--- src/core/tmc_defines.svh ---
// Purpose: constants of the 8-bit timer counter and compare block
// Assumes: one system clock; the oscillator pin input is sampled by two flops
// Notes: waveform mode codes 0 normal, 1 phase correct, 2 clear on match, 3 fast
//
// Overview of operation
// - Timer ticks from io clock, or oscillator pin when async select is one.
// - Each timer tick clears, increments or decrements counter per mode.
// - Clock select field zero stops the counter.
// - Counter stays readable and writable with or without timer ticks.
// - CPU counter write beats clear or count in same cycle.
// - Two waveform mode bits choose the counting sequence.
// - Overflow flag set per mode, usable as interrupt source.
// - Equality of counter and compare sets compare flag next timer tick.
// - Compare interrupt raised while enable is one and flag set.
// - Compare flag clears on service ack or software write of one.
// - Output derives from match, mode bits, output mode bits, max, bottom.
// - Compare value double buffered in PWM modes only.
// - Buffered value loads only at top or bottom of sequence.
// - CPU compare access reaches buffer when buffered, else active register.
// - Force strobe in non-PWM acts as match on output only.
// - Counter write blocks matches in next timer tick, even stopped.
// - Output state keeps its value across waveform mode changes.
// - Output mode bits unbuffered, govern first match after write.
// - Nonzero output mode bits route waveform to pin; direction stays separate.
// - Output mode zero leaves output state unchanged at match.
// - Normal mode code 0: up count, wraps FF to 00, sets overflow.
// - Bottom means counter 00, max means counter FF.
`ifndef TMC_DEFINES_SVH
`define TMC_DEFINES_SVH
`define TMC_WGM_NORMAL 2'h0
`define TMC_WGM_PHASE 2'h1
`define TMC_WGM_CTC 2'h2
`define TMC_WGM_FAST 2'h3
`define TMC_BOTTOM 8'h00
`define TMC_MAX 8'hFF
`define TMC_CNT_RST 8'h00
`define TMC_CMP_RST 8'h00
`define TMC_COM_NONE 2'h0
`define TMC_COM_TOGGLE 2'h1
`define TMC_COM_CLEAR 2'h2
`define TMC_COM_SET 2'h3
`define TMC_CS_STOP 3'h0
`define TMC_PRE_W 10
`endif

--- src/core/tmc_pkg.sv ---
// Purpose: types of the timer counter block
// Assumes: nothing
// Notes: none
`default_nettype none
package tmc_pkg;
	typedef enum logic [1:0] {
		TMC_NORMAL,
		TMC_PHASE,
		TMC_CTC,
		TMC_FAST
	} tmc_wgm_t;
endpackage : tmc_pkg
`default_nettype wire

--- src/core/tmc_sync2.sv ---
// Purpose: two-flop synchroniser for a level
// Assumes: input comes from outside clk_sys
// Notes: only the second flop is visible
`default_nettype none
module tmc_sync2 (
	input wire logic clk_sys,
	input wire logic nrst,
	input wire logic d,
	output logic q
);
	logic meta_ff;
	logic sync_ff;
	logic nxt_meta;
	logic nxt_sync;
	always_comb begin
		nxt_meta = d;
		nxt_sync = meta_ff;
	end
	always_ff @(posedge clk_sys or negedge nrst) begin
		if (!nrst) begin
			meta_ff <= 1'b0;
			sync_ff <= 1'b0;
		end else begin
			meta_ff <= nxt_meta;
			sync_ff <= nxt_sync;
		end
	end
	assign q = sync_ff;
endmodule : tmc_sync2
`default_nettype wire

--- src/core/tmc_tick.sv ---
// Purpose: timer tick generator from clock select and source
// Assumes: osc_sync already synchronised to clk_sys
// Notes: select 1 passes each source tick, 2..7 divide by 8,32,64,128,256,1024
`default_nettype none
`include "tmc_defines.svh"
module tmc_tick #(
	parameter int PRE_W = `TMC_PRE_W
) (
	input wire logic clk_sys,
	input wire logic nrst,
	input wire logic async_clock_select,
	input wire logic osc_sync,
	input wire logic [2:0] clock_select_field,
	output logic timer_tick
);
	logic osc_prev_ff;
	logic [PRE_W-1:0] pre_ff;
	logic tick_ff;
	logic nxt_osc_prev;
	logic [PRE_W-1:0] nxt_pre;
	logic nxt_tick;
	logic src_tick;
	logic [PRE_W-1:0] mask;
	always_comb begin
		nxt_osc_prev = osc_sync;
		// Async source ticks on oscillator rising edge, else every io clock
		src_tick = async_clock_select ? (osc_sync & ~osc_prev_ff) : 1'b1;
		case (clock_select_field)
			3'h2: mask = PRE_W'(10'h007);
			3'h3: mask = PRE_W'(10'h01F);
			3'h4: mask = PRE_W'(10'h03F);
			3'h5: mask = PRE_W'(10'h07F);
			3'h6: mask = PRE_W'(10'h0FF);
			3'h7: mask = PRE_W'(10'h3FF);
			default: mask = '0;
		endcase
		nxt_pre = pre_ff;
		nxt_tick = 1'b0;
		if (clock_select_field == `TMC_CS_STOP) begin
			nxt_pre = '0;
		end else if (src_tick) begin
			nxt_pre = (pre_ff & mask) + PRE_W'(1);
			nxt_tick = ((pre_ff & mask) == mask);
		end
	end
	always_ff @(posedge clk_sys or negedge nrst) begin
		if (!nrst) begin
			osc_prev_ff <= 1'b0;
			pre_ff <= '0;
			tick_ff <= 1'b0;
		end else begin
			osc_prev_ff <= nxt_osc_prev;
			pre_ff <= nxt_pre;
			tick_ff <= nxt_tick;
		end
	end
	assign timer_tick = tick_ff;
endmodule : tmc_tick
`default_nettype wire

--- src/core/tmc_timer.sv ---
// Purpose: 8-bit timer counter with compare, force strobe and pin override
// Assumes: CPU strobes are one-cycle pulses on clk_sys; osc_pin_in is asynchronous
// Notes: the flags are cleared by irq ack pulses or write-one strobes
`default_nettype none
`include "tmc_defines.svh"
module tmc_timer (
	input wire logic clk_sys,
	input wire logic nrst,
	input wire logic osc_pin_in,
	input wire logic async_clock_select,
	input wire logic [2:0] clock_select_field,
	input wire logic [1:0] waveform_mode_bits,
	input wire logic [1:0] output_mode_bits,
	input wire logic compare_irq_enable,
	input wire logic overflow_irq_enable,
	input wire logic counter_wr,
	input wire logic [7:0] counter_wdata,
	input wire logic compare_wr,
	input wire logic [7:0] compare_wdata,
	input wire logic force_compare_strobe,
	input wire logic compare_flag_clr,
	input wire logic overflow_flag_clr,
	input wire logic compare_irq_ack,
	input wire logic overflow_irq_ack,
	input wire logic port_data,
	input wire logic output_pin_direction,
	output logic [7:0] counter_value,
	output logic [7:0] compare_value,
	output logic compare_flag,
	output logic overflow_flag,
	output logic compare_irq,
	output logic overflow_irq,
	output logic compare_output_state,
	output logic osc_pin_out,
	output logic pin_out,
	output logic pin_oe
);
	////////////////////////////////////////////////////////////////////////////
	// Clock source
	logic osc_sync;
	logic timer_tick;
	tmc_sync2 u_sync (
		.clk_sys(clk_sys),
		.nrst(nrst),
		.d(osc_pin_in),
		.q(osc_sync)
	);
	tmc_tick u_tick (
		.clk_sys(clk_sys),
		.nrst(nrst),
		.async_clock_select(async_clock_select),
		.osc_sync(osc_sync),
		.clock_select_field(clock_select_field),
		.timer_tick(timer_tick)
	);
	////////////////////////////////////////////////////////////////////////////
	// State
	tmc_pkg::tmc_wgm_t wgm;
	logic [7:0] cnt_ff;
	logic [7:0] nxt_cnt;
	logic down_ff;
	logic nxt_down;
	logic [7:0] cmp_ff;
	logic [7:0] nxt_cmp;
	logic [7:0] buf_ff;
	logic [7:0] nxt_buf;
	logic block_ff;
	logic nxt_block;
	logic match_ff;
	logic nxt_match;
	logic ocf_ff;
	logic nxt_ocf;
	logic tov_ff;
	logic nxt_tov;
	logic oc_ff;
	logic nxt_oc;
	logic cirq_ff;
	logic nxt_cirq;
	logic oirq_ff;
	logic nxt_oirq;
	logic pin_ff;
	logic nxt_pin;
	logic oe_ff;
	logic nxt_oe;
	logic [7:0] cmpv_ff;
	logic [7:0] nxt_cmpv;
	logic pwm;
	logic at_bottom;
	logic at_max;
	logic match;
	logic tov_set;
	logic ocf_set;
	logic ctc_clear;
	assign wgm = tmc_pkg::tmc_wgm_t'(waveform_mode_bits);
	////////////////////////////////////////////////////////////////////////////
	// Counter, compare and waveform
	always_comb begin
		pwm = (wgm == tmc_pkg::TMC_PHASE) || (wgm == tmc_pkg::TMC_FAST);
		at_bottom = (cnt_ff == `TMC_BOTTOM);
		at_max = (cnt_ff == `TMC_MAX);
		// Comparator runs continuously; blocked for one tick after a counter write
		match = (cnt_ff == cmp_ff) && !block_ff;
		nxt_cnt = cnt_ff;
		nxt_down = down_ff;
		nxt_cmp = cmp_ff;
		nxt_buf = buf_ff;
		nxt_block = block_ff;
		nxt_match = match_ff;
		nxt_oc = oc_ff;
		tov_set = 1'b0;
		ocf_set = 1'b0;
		ctc_clear = 1'b0;
		if (timer_tick) begin
			nxt_block = 1'b0;
			nxt_match = match;
			ocf_set = match_ff;
			case (wgm)
				tmc_pkg::TMC_NORMAL: begin
					nxt_cnt = cnt_ff + 8'h01;
					nxt_down = 1'b0;
					tov_set = at_max;
				end
				tmc_pkg::TMC_CTC: begin
					ctc_clear = match;
					nxt_cnt = ctc_clear ? `TMC_BOTTOM : cnt_ff + 8'h01;
					nxt_down = 1'b0;
					tov_set = at_max && !ctc_clear;
				end
				tmc_pkg::TMC_FAST: begin
					nxt_cnt = cnt_ff + 8'h01;
					nxt_down = 1'b0;
					tov_set = at_max;
					if (at_max) begin
						nxt_cmp = buf_ff;
					end
				end
				default: begin
					// Dual slope: turn at max and at bottom
					if (!down_ff && at_max) begin
						nxt_down = 1'b1;
						nxt_cmp = buf_ff;
					end else if (down_ff && at_bottom) begin
						nxt_down = 1'b0;
					end
					nxt_cnt = nxt_down ? cnt_ff - 8'h01 : cnt_ff + 8'h01;
					tov_set = down_ff && at_bottom;
				end
			endcase
			// Output state; mode bits read live so a change acts at next match
			if (match) begin
				case (output_mode_bits)
					`TMC_COM_NONE: nxt_oc = oc_ff;
					`TMC_COM_TOGGLE: nxt_oc = pwm ? oc_ff : ~oc_ff;
					`TMC_COM_CLEAR: nxt_oc = (wgm == tmc_pkg::TMC_PHASE) ? down_ff : 1'b0;
					default: nxt_oc = (wgm == tmc_pkg::TMC_PHASE) ? ~down_ff : 1'b1;
				endcase
				// Compare at max in fast mode gives a constant level, not a pulse
				if (wgm == tmc_pkg::TMC_FAST && at_max) begin
					nxt_oc = oc_ff;
				end
			end
			if (wgm == tmc_pkg::TMC_FAST && at_max && output_mode_bits[1]) begin
				// Level at bottom is the opposite of the match level
				nxt_oc = ~output_mode_bits[0];
			end
		end
		if (force_compare_strobe && !pwm) begin
			case (output_mode_bits)
				`TMC_COM_NONE: nxt_oc = oc_ff;
				`TMC_COM_TOGGLE: nxt_oc = ~oc_ff;
				`TMC_COM_CLEAR: nxt_oc = 1'b0;
				default: nxt_oc = 1'b1;
			endcase
		end
		if (compare_wr) begin
			if (pwm) begin
				nxt_buf = compare_wdata;
			end else begin
				nxt_cmp = compare_wdata;
				nxt_buf = compare_wdata;
			end
		end
		if (counter_wr) begin
			nxt_cnt = counter_wdata;
			nxt_block = 1'b1;
			nxt_match = 1'b0;
		end
		nxt_cmpv = pwm ? buf_ff : cmp_ff;
		if (compare_wr) begin
			nxt_cmpv = compare_wdata;
		end
	end
	////////////////////////////////////////////////////////////////////////////
	// Flags; a set in the same cycle as a clear wins
	always_comb begin
		nxt_ocf = ocf_set | (ocf_ff & ~(compare_flag_clr | compare_irq_ack));
		nxt_tov = tov_set | (tov_ff & ~(overflow_flag_clr | overflow_irq_ack));
		nxt_cirq = nxt_ocf & compare_irq_enable;
		nxt_oirq = nxt_tov & overflow_irq_enable;
		// Port override by waveform whenever output mode is nonzero
		nxt_pin = (output_mode_bits != `TMC_COM_NONE) ? nxt_oc : port_data;
		nxt_oe = output_pin_direction;
	end
	always_ff @(posedge clk_sys or negedge nrst) begin
		if (!nrst) begin
			cnt_ff <= `TMC_CNT_RST;
			down_ff <= 1'b0;
			cmp_ff <= `TMC_CMP_RST;
			buf_ff <= `TMC_CMP_RST;
			cmpv_ff <= `TMC_CMP_RST;
			block_ff <= 1'b0;
			match_ff <= 1'b0;
			ocf_ff <= 1'b0;
			tov_ff <= 1'b0;
			oc_ff <= 1'b0;
			cirq_ff <= 1'b0;
			oirq_ff <= 1'b0;
			pin_ff <= 1'b0;
			oe_ff <= 1'b0;
		end else begin
			cnt_ff <= nxt_cnt;
			down_ff <= nxt_down;
			cmp_ff <= nxt_cmp;
			buf_ff <= nxt_buf;
			cmpv_ff <= nxt_cmpv;
			block_ff <= nxt_block;
			match_ff <= nxt_match;
			ocf_ff <= nxt_ocf;
			tov_ff <= nxt_tov;
			oc_ff <= nxt_oc;
			cirq_ff <= nxt_cirq;
			oirq_ff <= nxt_oirq;
			pin_ff <= nxt_pin;
			oe_ff <= nxt_oe;
		end
	end
	assign counter_value = cnt_ff;
	assign compare_value = cmpv_ff;
	assign compare_flag = ocf_ff;
	assign overflow_flag = tov_ff;
	assign compare_irq = cirq_ff;
	assign overflow_irq = oirq_ff;
	assign compare_output_state = oc_ff;
	// Oscillator drive is the external crystal's job; held low here
	assign osc_pin_out = 1'b0;
	assign pin_out = pin_ff;
	assign pin_oe = oe_ff;
endmodule : tmc_timer
`default_nettype wire

--- config.mk ---
export PLATFORM = sky130hd
export DESIGN_NAME = tmc_timer
export DESIGN_NICKNAME = d
export VERILOG_FILES = /design/src/core/tmc_pkg.sv /design/src/core/tmc_sync2.sv /design/src/core/tmc_tick.sv /design/src/core/tmc_timer.sv
export VERILOG_INCLUDE_DIRS = /design/src /design/src/core
export SDC_FILE = /design/constraint.sdc
export NUM_CORES = 1
export LEC_CHECK = 0
export ABC_AREA = 1
export BUFFER_PORTS_ARGS = -buffer_cell sky130_fd_sc_hd__buf_2
export CELL_PAD_IN_SITES_DETAIL_PLACEMENT = 0
export CELL_PAD_IN_SITES_GLOBAL_PLACEMENT = 2
export CORE_ASPECT_RATIO = 0.9
export CORE_MARGIN = 8
export CORE_UTILIZATION = 35
export CTS_BUF_LIST = sky130_fd_sc_hd__clkbuf_8
export DETAILED_ROUTE_END_ITERATION = 10
export PLACE_DENSITY_LB_ADDON = 0.12
export SETUP_SLACK_MARGIN = 0.1
export SYNTH_ARGS = -nofsm -noshare
export SYNTH_HDL_FRONTEND = slang
export SYNTH_HIERARCHICAL = 1
export SYNTH_SLANG_ARGS = --single-unit
--- constraint.sdc ---
create_clock -name clk_sys -period 4.9 [get_ports clk_sys]
set_input_delay 0.98 -clock clk_sys [delete_from_list [all_inputs] [get_ports clk_sys]]
set_output_delay 0.98 -clock clk_sys [all_outputs]
set_load 0.01 [all_outputs]
==> flow_summary_export.csv, run 1 <==
group,metric,value,unit
yosys,yosys_warnings,6,
setup_path,rrSetupSlack,2.90,ns
clock_tree,cts_setup_buffers,0,
sta,setup_tns,0,ns
clock_tree,htree_levels,2,
yosys,ys_types,38,
die,die_h,113,um
clock_tree,holdBufCountCts,0,
setup_path,cp_slowest_stage_delay,0.54,ns
placement,gp_congestion,0.790,
outcome,status,"complete, no violations",
sta,max_freq,397,MHz
yosys,avgSynthCellArea,6.98,um^2
routing,vias,3449,
yosys,synth_sequential_area_ratio,38.5,%
routing,first_pass_iters,4,
finish,final_nets,626,
sta,rsz0062_at_grt,"no",
setup_path,cp-start-kind,"input pin",
die,die_width,124,um
min_path,hold_depth,0,
setup_path,critPathSlowestCell,"nor2_1",
die,ios,62,
sta,period_share,51.4,%
setup_path,cpLargestDelayFamily,"simple AND/OR/NAND/NOR gates",
min_path,hp-start,"u_sync/meta_ff$_DFF_PN0_",
grt,grt_pass1_wl,17.2,mm
clock_tree,clk_pin_slew,0.10,ns
setup_path,cp-end-kind,"flip-flop",
grt,global_route.overflow_total,0,
finish,syn_to_final_growth,13.8,%
routing,drtIter0Drc,203,
power,ir_worst_vdd,0.134,mV
die,die_area,13900,um^2
die,fp-row-count,35,
finish,antennaDiodeCount,0,
setup_path,r2r_start,"counter_value[0]$_DFFE_PN0P_",
clock_tree,cts_sinks,56,
power,finalPower,1100,uW
clock_tree,root_buffer,"clkbuf_8",
sta,setup-violations-final,0,
yosys,synthCells,522,
finish,drive_gt1_share,17.2,%
finish,fill_cells,1131,
die,start_util,35.7,%
routing,vias_per_cell,4.86,
power,leakage,0.00215,uW
sta,tightest_slew,0.728,ns
flow_run,max_cap_viol_count,0,
sta,fin_skew,0.00372,ns
die,core,10200,um^2
sta,relSlewSlack,51.5,%
power,powerDensity,265,nW/um^2
grt,antenna_found_initial,0,
clock_tree,cts_made_buffers,5,
sta,final_hold_viol_count,0,
setup_path,worstPathMaxFanout,11,
setup_path,rr_worst_depth,10,
clock_tree,clk_latency,0.31,ns
min_path,hold_path.class,"flip-flop to flip-flop",
clock_tree,tritoncts,"yes",
yosys,netlist_area,3640,um^2
setup_path,worst-path-buf-inv,3,
setup_path,crit_type,"input pin to flip-flop",
sta,drv_slew,0,
routing,wire_per_inst,14.1,um
placement,dp_hpwl,7.82,mm
routing,routed_wl,9.98,mm
grt,grt_max_degree,57,
sta,period_minus_slack,2.52,ns
placement,portBuffers,60,
clock_tree,clockBufferDepth,2,
min_path,whs_endpoint,"u_sync/q$_DFF_PN0_",
routing,ant_nets,0,
setup_path,worstReg2RegEnd,"cmp_ff[4]$_DFF_PN0_",
yosys,synth_seq_cells,56,
setup_path,crit_path_cell_trace,"buf_2 > ha_1 > inv_1 > nand2_1 > nor2_1 > inv_1 > nor2_1 > a21oi_2",
clock_tree,cts_resized,0,
grt,track_usage,15.1,%
routing,drc_errors,0,
setup_path,arrival,2.73,ns
yosys,synth_nets,569,
grt,grt_pass1_vias,3483,
setup_path,required,5.11,ns
kinds of logic (layout without fill, tap and decap cells):
family / Yosys count / in the layout / share of synthesized area [%]
AOI/OAI and AO/OA: 99 / 99 / 15.1
DFF: 56 / 56 / 38.5
and+or+nand+nor: 281 / 281 / 34.0
xor gates and xnor gates: 5 / 5 / 1.20
adders and majority gates: 9 / 9 / 3.09
other: 1 / 1 / 0.103
buffers and inverters: 71 / 129 / 7.97
cell type report:
| type | instances | area (um^2) | area share (%) |
|---|---|---|---|
| Multi-Input combinational cell | 395 | 1950 | 47.1 |
| Timing Repair Buffer | 61 | 308 | 7.42 |
| Clock inverter | 2 | 11.3 | 0.272 |
| Tap cell | 129 | 161 | 3.89 |
| Clock buffer | 6 | 82.6 | 1.99 |
| Sequential cell | 56 | 1400 | 33.8 |
| Inverter | 60 | 230 | 5.55 |
power by group:
part	internal [uW]	switching, uW	leakage (uW)
sequential	506	48.2	0.000690
clock	113	154	0.0000486
combinational	100	175	0.00141
total	720	378	0.00215
through the flow:
step | worst slack [ns] | instance area (um^2) | instances | utilization, % | hold slack, ns
floorplan | 2.60 | 3640 | 522 | - | 0.331
global placement | 2.17 | 4050 | 701 | 39.7 | 0.337
detailed placement | 2.05 | 4050 | 701 | 39.7 | 0.346
CTS | 2.40 | 4150 | 709 | 40.6 | 0.369
global route | 2.20 | 4150 | 709 | 40.6 | 0.377
finish | 2.38 | 4150 | 709 | 40.6 | 0.370
state kept, by name, indices dropped and copies added (netlist names), 8 cells and up:
name           flops
compare_value      8
counter_value      8
u_tick/pre_ff     10
buf_ff             8
cmp_ff             8
worst max-delay path by stage:
stage / from / to / slack [ns] / cells after the start
2_1_floorplan: waveform_mode_bits[1] / cmp_ff[6]$_DFF_PN0_ / 2.60 / 9
3_3_place_gp: waveform_mode_bits[0] / cmp_ff[6]$_DFF_PN0_ / 2.17 / 8
5_1_grt: waveform_mode_bits[1] / cmp_ff[4]$_DFF_PN0_ / 2.20 / 9
3_5_place_dp: waveform_mode_bits[1] / cmp_ff[6]$_DFF_PN0_ / 2.05 / 9
6_report: waveform_mode_bits[0] / cmp_ff[6]$_DFF_PN0_ / 2.38 / 8
4_1_cts: waveform_mode_bits[1] / cmp_ff[6]$_DFF_PN0_ / 2.40 / 9
worst register-to-register path, cell delays in order, from the launching register on:
cell and delay (ns):
dfrtp_1 0.52, ha_1 0.24, nand3_2 0.10, nor2_4 0.20
nand2_2 0.12, a21boi_2 0.28, nor2_1 0.07, o21ai_0 0.14
nand2_1 0.07, nand2_1 0.09, a21oi_1 0.07
synthesized netlist by cell type (all sizes together):
cell / instances / area, um^2
dfrtp: 56 / 1400
inv: 58 / 218
conb: 1 / 3.75
buf: 6 / 41.3
o31ai: 1 / 7.51
o211ai: 1 / 7.51
nand2: 171 / 662
o21ai: 51 / 259
o21bai: 1 / 7.51
nor3: 2 / 10.0
nor3b: 1 / 12.5
a21boi: 3 / 26.3
a21oi: 33 / 176
clkbuf: 5 / 18.8
nand3: 41 / 260
nand4: 6 / 37.5
nor2: 60 / 258
a22oi: 7 / 52.6
o2111ai: 1 / 8.76
ha: 9 / 113
xnor2: 1 / 8.76
clkinv: 2 / 12.5
xor2: 4 / 35.0
o22ai: 1 / 6.26
metal layers:
metal	wire length, um	GRT usage (%)
met2	4540	23.7
met1	4880	21.0
met3	494	3.24
met5	0	0
met4	61	2.65
placed cells by master (no fill, tap or decap), types with 5 or more instances in the layout:
master    instances
nand3_1          33
nand3_2           6
nand4_1           6
inv_1            55
nand2_1         165
buf_2            60
a22oi_1           7
o21ai_0          42
dfrtp_1          56
o21ai_1           8
a21oi_1          30
nor2_1           53
ha_1              9
nand2_2           5
clkbuf_8          6
Power figures use the tool's default switching activity.
==> inputs of run 2 (changes only) <==
Settings changed: CORE_UTILIZATION 35 to 29.
Clock period 4.9 ns to 2.05 ns, I/O delays scaled along.
==> run 2 against run 1 <==
Net effect:
- clock skew grew 0.0043 ns
- setup slack lost 2.1 ns
- final area grew 7.4%
- routed wire length grew 7.9%
- total power grew to 2.5 times the previous value
- clock-buffer cell count shrank 1
- flip-flop and latch count is the same
- global-route usage shrank 1.7 points
- sequential share of layout area shrank 2.3 points
- critical path depth is the same
- worst hold slack lost 0.29 ns
- first-iteration DRC count shrank 28%
==> flow_summary_export.csv, run 2 (synthesis results as in run 1) <==
group,metric,value,unit
outcome,status,"complete, no violations",
finish,final_common_cell,"nand2_1",
grt,track_usage,13.4,%
finish,largest-register,"u_tick/pre_ff",
placement,pre_cts_ws,0.138,ns
finish,mostFrequentLayoutCells,"nand2_1 (165), buf_2 (60), dfrtp_1 (55)",
setup_path,critPathMostFrequentCell,"nand2_2",
power,powerDensity,623,nW/um^2
setup_path,worstReg2RegEnd,"counter_value[6]$_DFFE_PN0P_",
grt,grt_use_met3,2.41,%
sta,final_hold_viol_count,0,
finish,fill_cells,1408,
placement,portBuffers,60,
finish,drive_gt1_share,21.9,%
clock_tree,cts_made_buffers,5,
sta,setup-violations-final,0,
die,die_h,122,um
clock_tree,holdBufCountCts,0,
setup_path,worstPathMaxFanout,8,
placement,dp_hpwl,8.52,mm
grt,antenna_found_initial,0,
routing,wire_per_inst,14.0,um
routing,vias_per_cell,4.69,
setup_path,required,2.25,ns
clock_tree,clk_pin_slew,0.10,ns
routing,drtIter0Drc,147,
grt,grt_max_degree,57,
clock_tree,tritoncts,"yes",
setup_path,crit_path_cell_trace,"nand2_1 > nor2_2 > nand2_2 > nand2_2 > nand3_4 > buf_4 > o211ai_1 > nand3_1",
sta,period_share,88.7,%
clock_tree,htree_levels,2,
die,fp-row-count,39,
finish,antennaDiodeCount,0,
grt,grt_pass1_vias,3669,
grt,grt.met1_usage,17.0,%
setup_path,cpLargestDelayFamily,"simple AND/OR/NAND/NOR gates",
flow_run,max_cap_viol_count,0,
setup_path,cp-start-kind,"flip-flop",
die,start_util,29.2,%
clock_tree,cts_sinks,56,
sta,fin_skew,0.00797,ns
min_path,hold_path.class,"input pin to async pin",
sta,setup_tns,0,ns
die,die_area,16400,um^2
clock_tree,clockBufferDepth,2,
grt,grt-busiest-layer,"met2",
finish,final_nets,652,
power,ir_worst_vdd,0.351,mV
clock_tree,root_buffer,"clkbuf_8",
routing,routed_wl,10.8,mm
routing,first_pass_iters,4,
die,ios,62,
routing,vias,3601,
sta,relSlewSlack,61.0,%
routing,ant_nets,0,
sta,drv_slew,0,
sta,max_freq,550,MHz
sta,tightest_slew,0.583,ns
setup_path,rr_worst_depth,8,
setup_path,cp_slowest_stage_delay,0.50,ns
setup_path,cp-end-kind,"flip-flop",
setup_path,arrival,2.02,ns
sta,worst_slack,0.231,ns
placement,gp_congestion,0.790,
routing,drc_errors,0,
finish,largest_register_ffs,10,
clock_tree,clk_latency,0.31,ns
setup_path,worst-path-buf-inv,1,
die,core,12500,um^2
power,leakage,0.00229,uW
setup_path,rrSetupSlack,0.23,ns
setup_path,critPathSlowestCell,"dfrtp_1",
sta,period_minus_slack,1.82,ns
sta,rsz0062_at_grt,"yes",
grt,use_met2,23.6,%
grt,grt_pass1_wl,17.8,mm
grt,global_route.overflow_total,0,
setup_path,r2r_start,"counter_value[6]$_DFFE_PN0P_",
die,die_width,134,um
finish,syn_to_final_growth,22.2,%
setup_path,crit_type,"flip-flop to flip-flop",
==> run 2: cell count changes in the layout (fill, tap and decap cells not counted), moves of 2 or more <==
| cell | previous run | this run |
|---|---|---|
| buf_4 | 1 | 25 |
| buf_12 | 0 | 2 |
| a21oi_1 | 30 | 28 |
| a21oi_2 | 3 | 5 |
| inv_1 | 55 | 52 |
==> run 2: power breakdown <==
group | switching [uW] | internal (uW) | leakage, uW
registers | 102 | 1210 | 0.000689
clock network | 371 | 352 | 0.0000501
logic | 453 | 286 | 0.00155
total | 926 | 1850 | 0.00229
==> run 2: worst max-delay path by stage <==
stage                            startpoint                           end  slack, ns  cells after the start
2_1_floorplan         waveform_mode_bits[1]           cmp_ff[6]$_DFF_PN0_       0.32                      9
3_3_place_gp          clock_select_field[0]  u_tick/pre_ff[8]$_DFFE_PN0P_       0.17                     12
3_5_place_dp          clock_select_field[0]  u_tick/pre_ff[6]$_DFFE_PN0P_       0.14                     12
4_1_cts        counter_value[0]$_DFFE_PN0P_  counter_value[7]$_DFFE_PN0P_       0.18                     14
5_1_grt        counter_value[0]$_DFFE_PN0P_  counter_value[7]$_DFFE_PN0P_       0.08                     14
6_report       counter_value[6]$_DFFE_PN0P_  counter_value[6]$_DFFE_PN0P_       0.23                      8
==> run 2: cell type report <==
cell class / instances / area, um^2 / share of cell area, %
clock buffer: 5 / 68.8 / 1.55
tap: 164 / 205 / 4.61
multi-input combinational: 395 / 1980 / 44.6
timing repair buffer: 87 / 528 / 11.9
clock inverter: 1 / 30.0 / 0.675
sequential: 56 / 1400 / 31.5
inverter: 60 / 233 / 5.23
==> run 2: metrics by stage <==
stage / utilization (%) / area (um^2) / std cells / hold WS [ns] / total power [uW]
finish: 35.6 / 4450 / 768 / 0.0841 / 2770
global route: 35.6 / 4450 / 768 / 0.105 / 2980
CTS: 34.8 / 4350 / 761 / 0.0864 / 2820
detailed placement: 34.0 / 4250 / 755 / 0.342 / 2070
global placement: 34.0 / 4250 / 755 / 0.334 / 2070
floorplan: - / 3640 / 522 / 0.114 / 1770
==> run 2: layer usage <==
layer,share of wire (%),vias up
met5,0,-
met4,0.84,0
met3,4.0,6
met2,49,62
met1,46,1690
li1,-,1843
==> run 2: what timing repair did <==
| action | in CTS | in global routing |
|---|---|---|
| setup buffers | 0 | 7 |
| endpoints found under the setup margin | 0 | 16 |
| gates resized for setup | 0 | 11 |
==> inputs of run 3 (changes only) <==
Settings changed: BUFFER_PORTS_ARGS -buffer_cell sky130_fd_sc_hd__buf_2 to not set, CAP_MARGIN set to 20, CORE_UTILIZATION 29 to 33, DONT_BUFFER_PORTS set to 1, RECOVER_POWER set to 25.
==> run 3 against run 2 <==
Net effect:
- routed wire length decreased by 0.85%
- critical endpoint is now counter_value[7]$_DFFE_PN0P_
- worst hold slack got worse by 0.0020 ns
- global-route usage increased by 2.1 points
- maximum frequency increased by 2.8%
- die area decreased by 11%
- setup slack improved by 0.050 ns
==> flow_summary_export.csv, run 3 (synthesis results as in run 1) <==
group,metric,value,unit
sta,tightest_slew,0.827,ns
die,start_util,33.7,%
sta,period_share,86.3,%
finish,drive_gt1_share,12.1,%
sta,final_hold_viol_count,0,
clock_tree,clk_latency,0.34,ns
grt,global_route.overflow_total,0,
die,die_h,116,um
routing,drc_errors,0,
setup_path,arrival,2.00,ns
power,leakage,0.00201,uW
setup_path,critPathSlowestCell,"dfrtp_1",
setup_path,cp-end-kind,"flip-flop",
sta,drv_slew,0,
die,core,10800,um^2
min_path,hold_path.class,"input pin to flip-flop",
finish,mostFrequentLayoutCells,"nand2_1 (165), dfrtp_1 (53), inv_1 (52), nor2_1 (52), o21ai_0 (42)",
grt,grt_pass1_wl,17.9,mm
sta,period_minus_slack,1.77,ns
grt,grt_max_degree,57,
setup_path,required,2.28,ns
placement,dp_hpwl,8.27,mm
clock_tree,root_buffer,"clkbuf_8",
power,p_int,1810,uW
flow_run,max_cap_viol_count,0,
routing,vias,3335,
setup_path,cpLargestDelayFamily,"simple AND/OR/NAND/NOR gates",
outcome,status,"complete, no violations",
power,seqPwrFrac,48.6,%
power,ir_worst_vdd,0.343,mV
routing,first_pass_iters,4,
die,fp-row-count,36,
sta,setup_tns,0,ns
routing,wire_per_inst,15.9,um
clock_tree,clk_pin_slew,0.11,ns
power,swShare,34.1,%
power,powerDensity,676,nW/um^2
setup_path,cp-start-kind,"flip-flop",
sta,fin_skew,0.0136,ns
power,combPwrFrac,22.9,%
grt,antenna_found_initial,0,
die,ios,62,
routing,routed_wl,10.7,mm
finish,syn_to_final_growth,11.1,%
grt,grt_pass1_vias,3397,
finish,largest_register_ffs,10,
setup_path,worst-path-buf-inv,1,
finish,final_common_cell,"nand2_1",
setup_path,crit_type,"flip-flop to flip-flop",
finish,antennaDiodeCount,0,
finish,largest-register,"u_tick/pre_ff",
finish,final_nets,585,
setup_path,cp_slowest_stage_delay,0.39,ns
routing,ant_nets,0,
setup_path,critPathMostFrequentCell,"nand2_1",
sta,setup-violations-final,0,
placement,portBuffers,0,
clock_tree,htree_levels,2,
routing,vias_per_cell,4.96,
clock_tree,clockBufferDepth,2,
placement,gp_congestion,0.820,
power,switchingPower,933,uW
clock_tree,cts_made_buffers,5,
die,die_width,127,um
grt,track_usage,15.5,%
sta,relSlewSlack,44.9,%
sta,rsz0062_at_grt,"yes",
sta,max_freq,565,MHz
routing,drtIter0Drc,134,
clock_tree,cts_sinks,56,
power,finalPower,2740,uW
clock_tree,tritoncts,"yes",
die,die_area,14700,um^2
setup_path,worstPathMaxFanout,10,
power,clock_power_share,28.4,%
setup_path,crit_path_cell_trace,"ha_1 > nand3_2 > nor2_4 > nand2_2 > nand2_2 > nand3_4 > clkinv_4 > nand2_1 > nand2_1 > nand2_1 > nand3_1 > nand2_1",
[run 3: cell count changes in the layout (fill, tap and decap cells not counted), moves of 2 or more]
cell,previous run,this run
buf_2,60,0
dfrtp_1,55,53
dfrtp_2,1,3
buf_4,25,16
a21oi_2,5,3
buf_12,2,0
buf_6,0,2
a21oi_1,28,30
[run 3: area by class of cell]
| type | count | area [um^2] |
|---|---|---|
| sequential | 56 | 1410 |
| multi-input combinational | 395 | 1970 |
| clock inverter | 3 | 46.3 |
| inverter | 60 | 230 |
| clock buffer | 5 | 68.8 |
| tap | 133 | 166 |
| timing repair buffer | 20 | 160 |
| fill | 1154 | 6760 |
[run 3: through the flow]
step / setup slack, ns / util, % / hold WS [ns] / area [um^2] / instances
2_1_floorplan: 0.317 / - / 0.114 / 3640 / 522
3_3_place_gp: 0.146 / 35.9 / 0.117 / 3880 / 661
3_5_place_dp: 0.155 / 35.9 / 0.117 / 3880 / 661
4_1_cts: 0.135 / 37.3 / 0.0637 / 4030 / 671
5_1_grt: 0.0988 / 37.5 / 0.0493 / 4050 / 672
6_report: 0.281 / 37.5 / 0.0820 / 4050 / 672
[run 3: path summary, 6_finish.rpt]
path	startpoint	endpoint	slack [ns]	depth (start not counted)
max in group asynchronous	nrst	counter_value[5]$_DFFE_PN0P_	0.68	2
setup reg to reg	counter_value[0]$_DFFE_PN0P_	counter_value[7]$_DFFE_PN0P_	0.28	12
min in group asynchronous	nrst	compare_value[0]$_DFF_PN0_	0.79	2
setup / recovery	counter_value[0]$_DFFE_PN0P_	counter_value[7]$_DFFE_PN0P_	0.28	12
hold / removal	output_pin_direction	pin_oe$_DFF_PN0_	0.08	0
hold reg to reg	u_sync/meta_ff$_DFF_PN0_	u_sync/q$_DFF_PN0_	0.36	0
[run 3: metal layers]
layer  vias to the layer above  global-route usage [%]  part of all wire [%]
met2                        43                    25.4                    48
li1                       1712                       -                     -
met5                         -                       0                     0
met1                      1576                    20.0                    48
met4                         0                    4.28                  0.62
met3                         4                    3.59                   3.9
[run 3: what timing repair did]
item                                    4_1_cts  5_1_grt
gates resized for setup                       0       11
endpoints found under the setup margin        0        8
endpoints found under the hold margin        56        0
setup buffers                                 0        1
hold buffers                                  2        0
[run 3: power groups by stage]
stage / combinational, uW / clock, uW / sequential [uW]
after floorplan: 447 / 0 / 1330
after global placement: 599 / 0 / 1360
after detailed placement: 602 / 0 / 1350
after CTS: 638 / 821 / 1330
after global routing: 732 / 873 / 1350
final: 628 / 778 / 1330
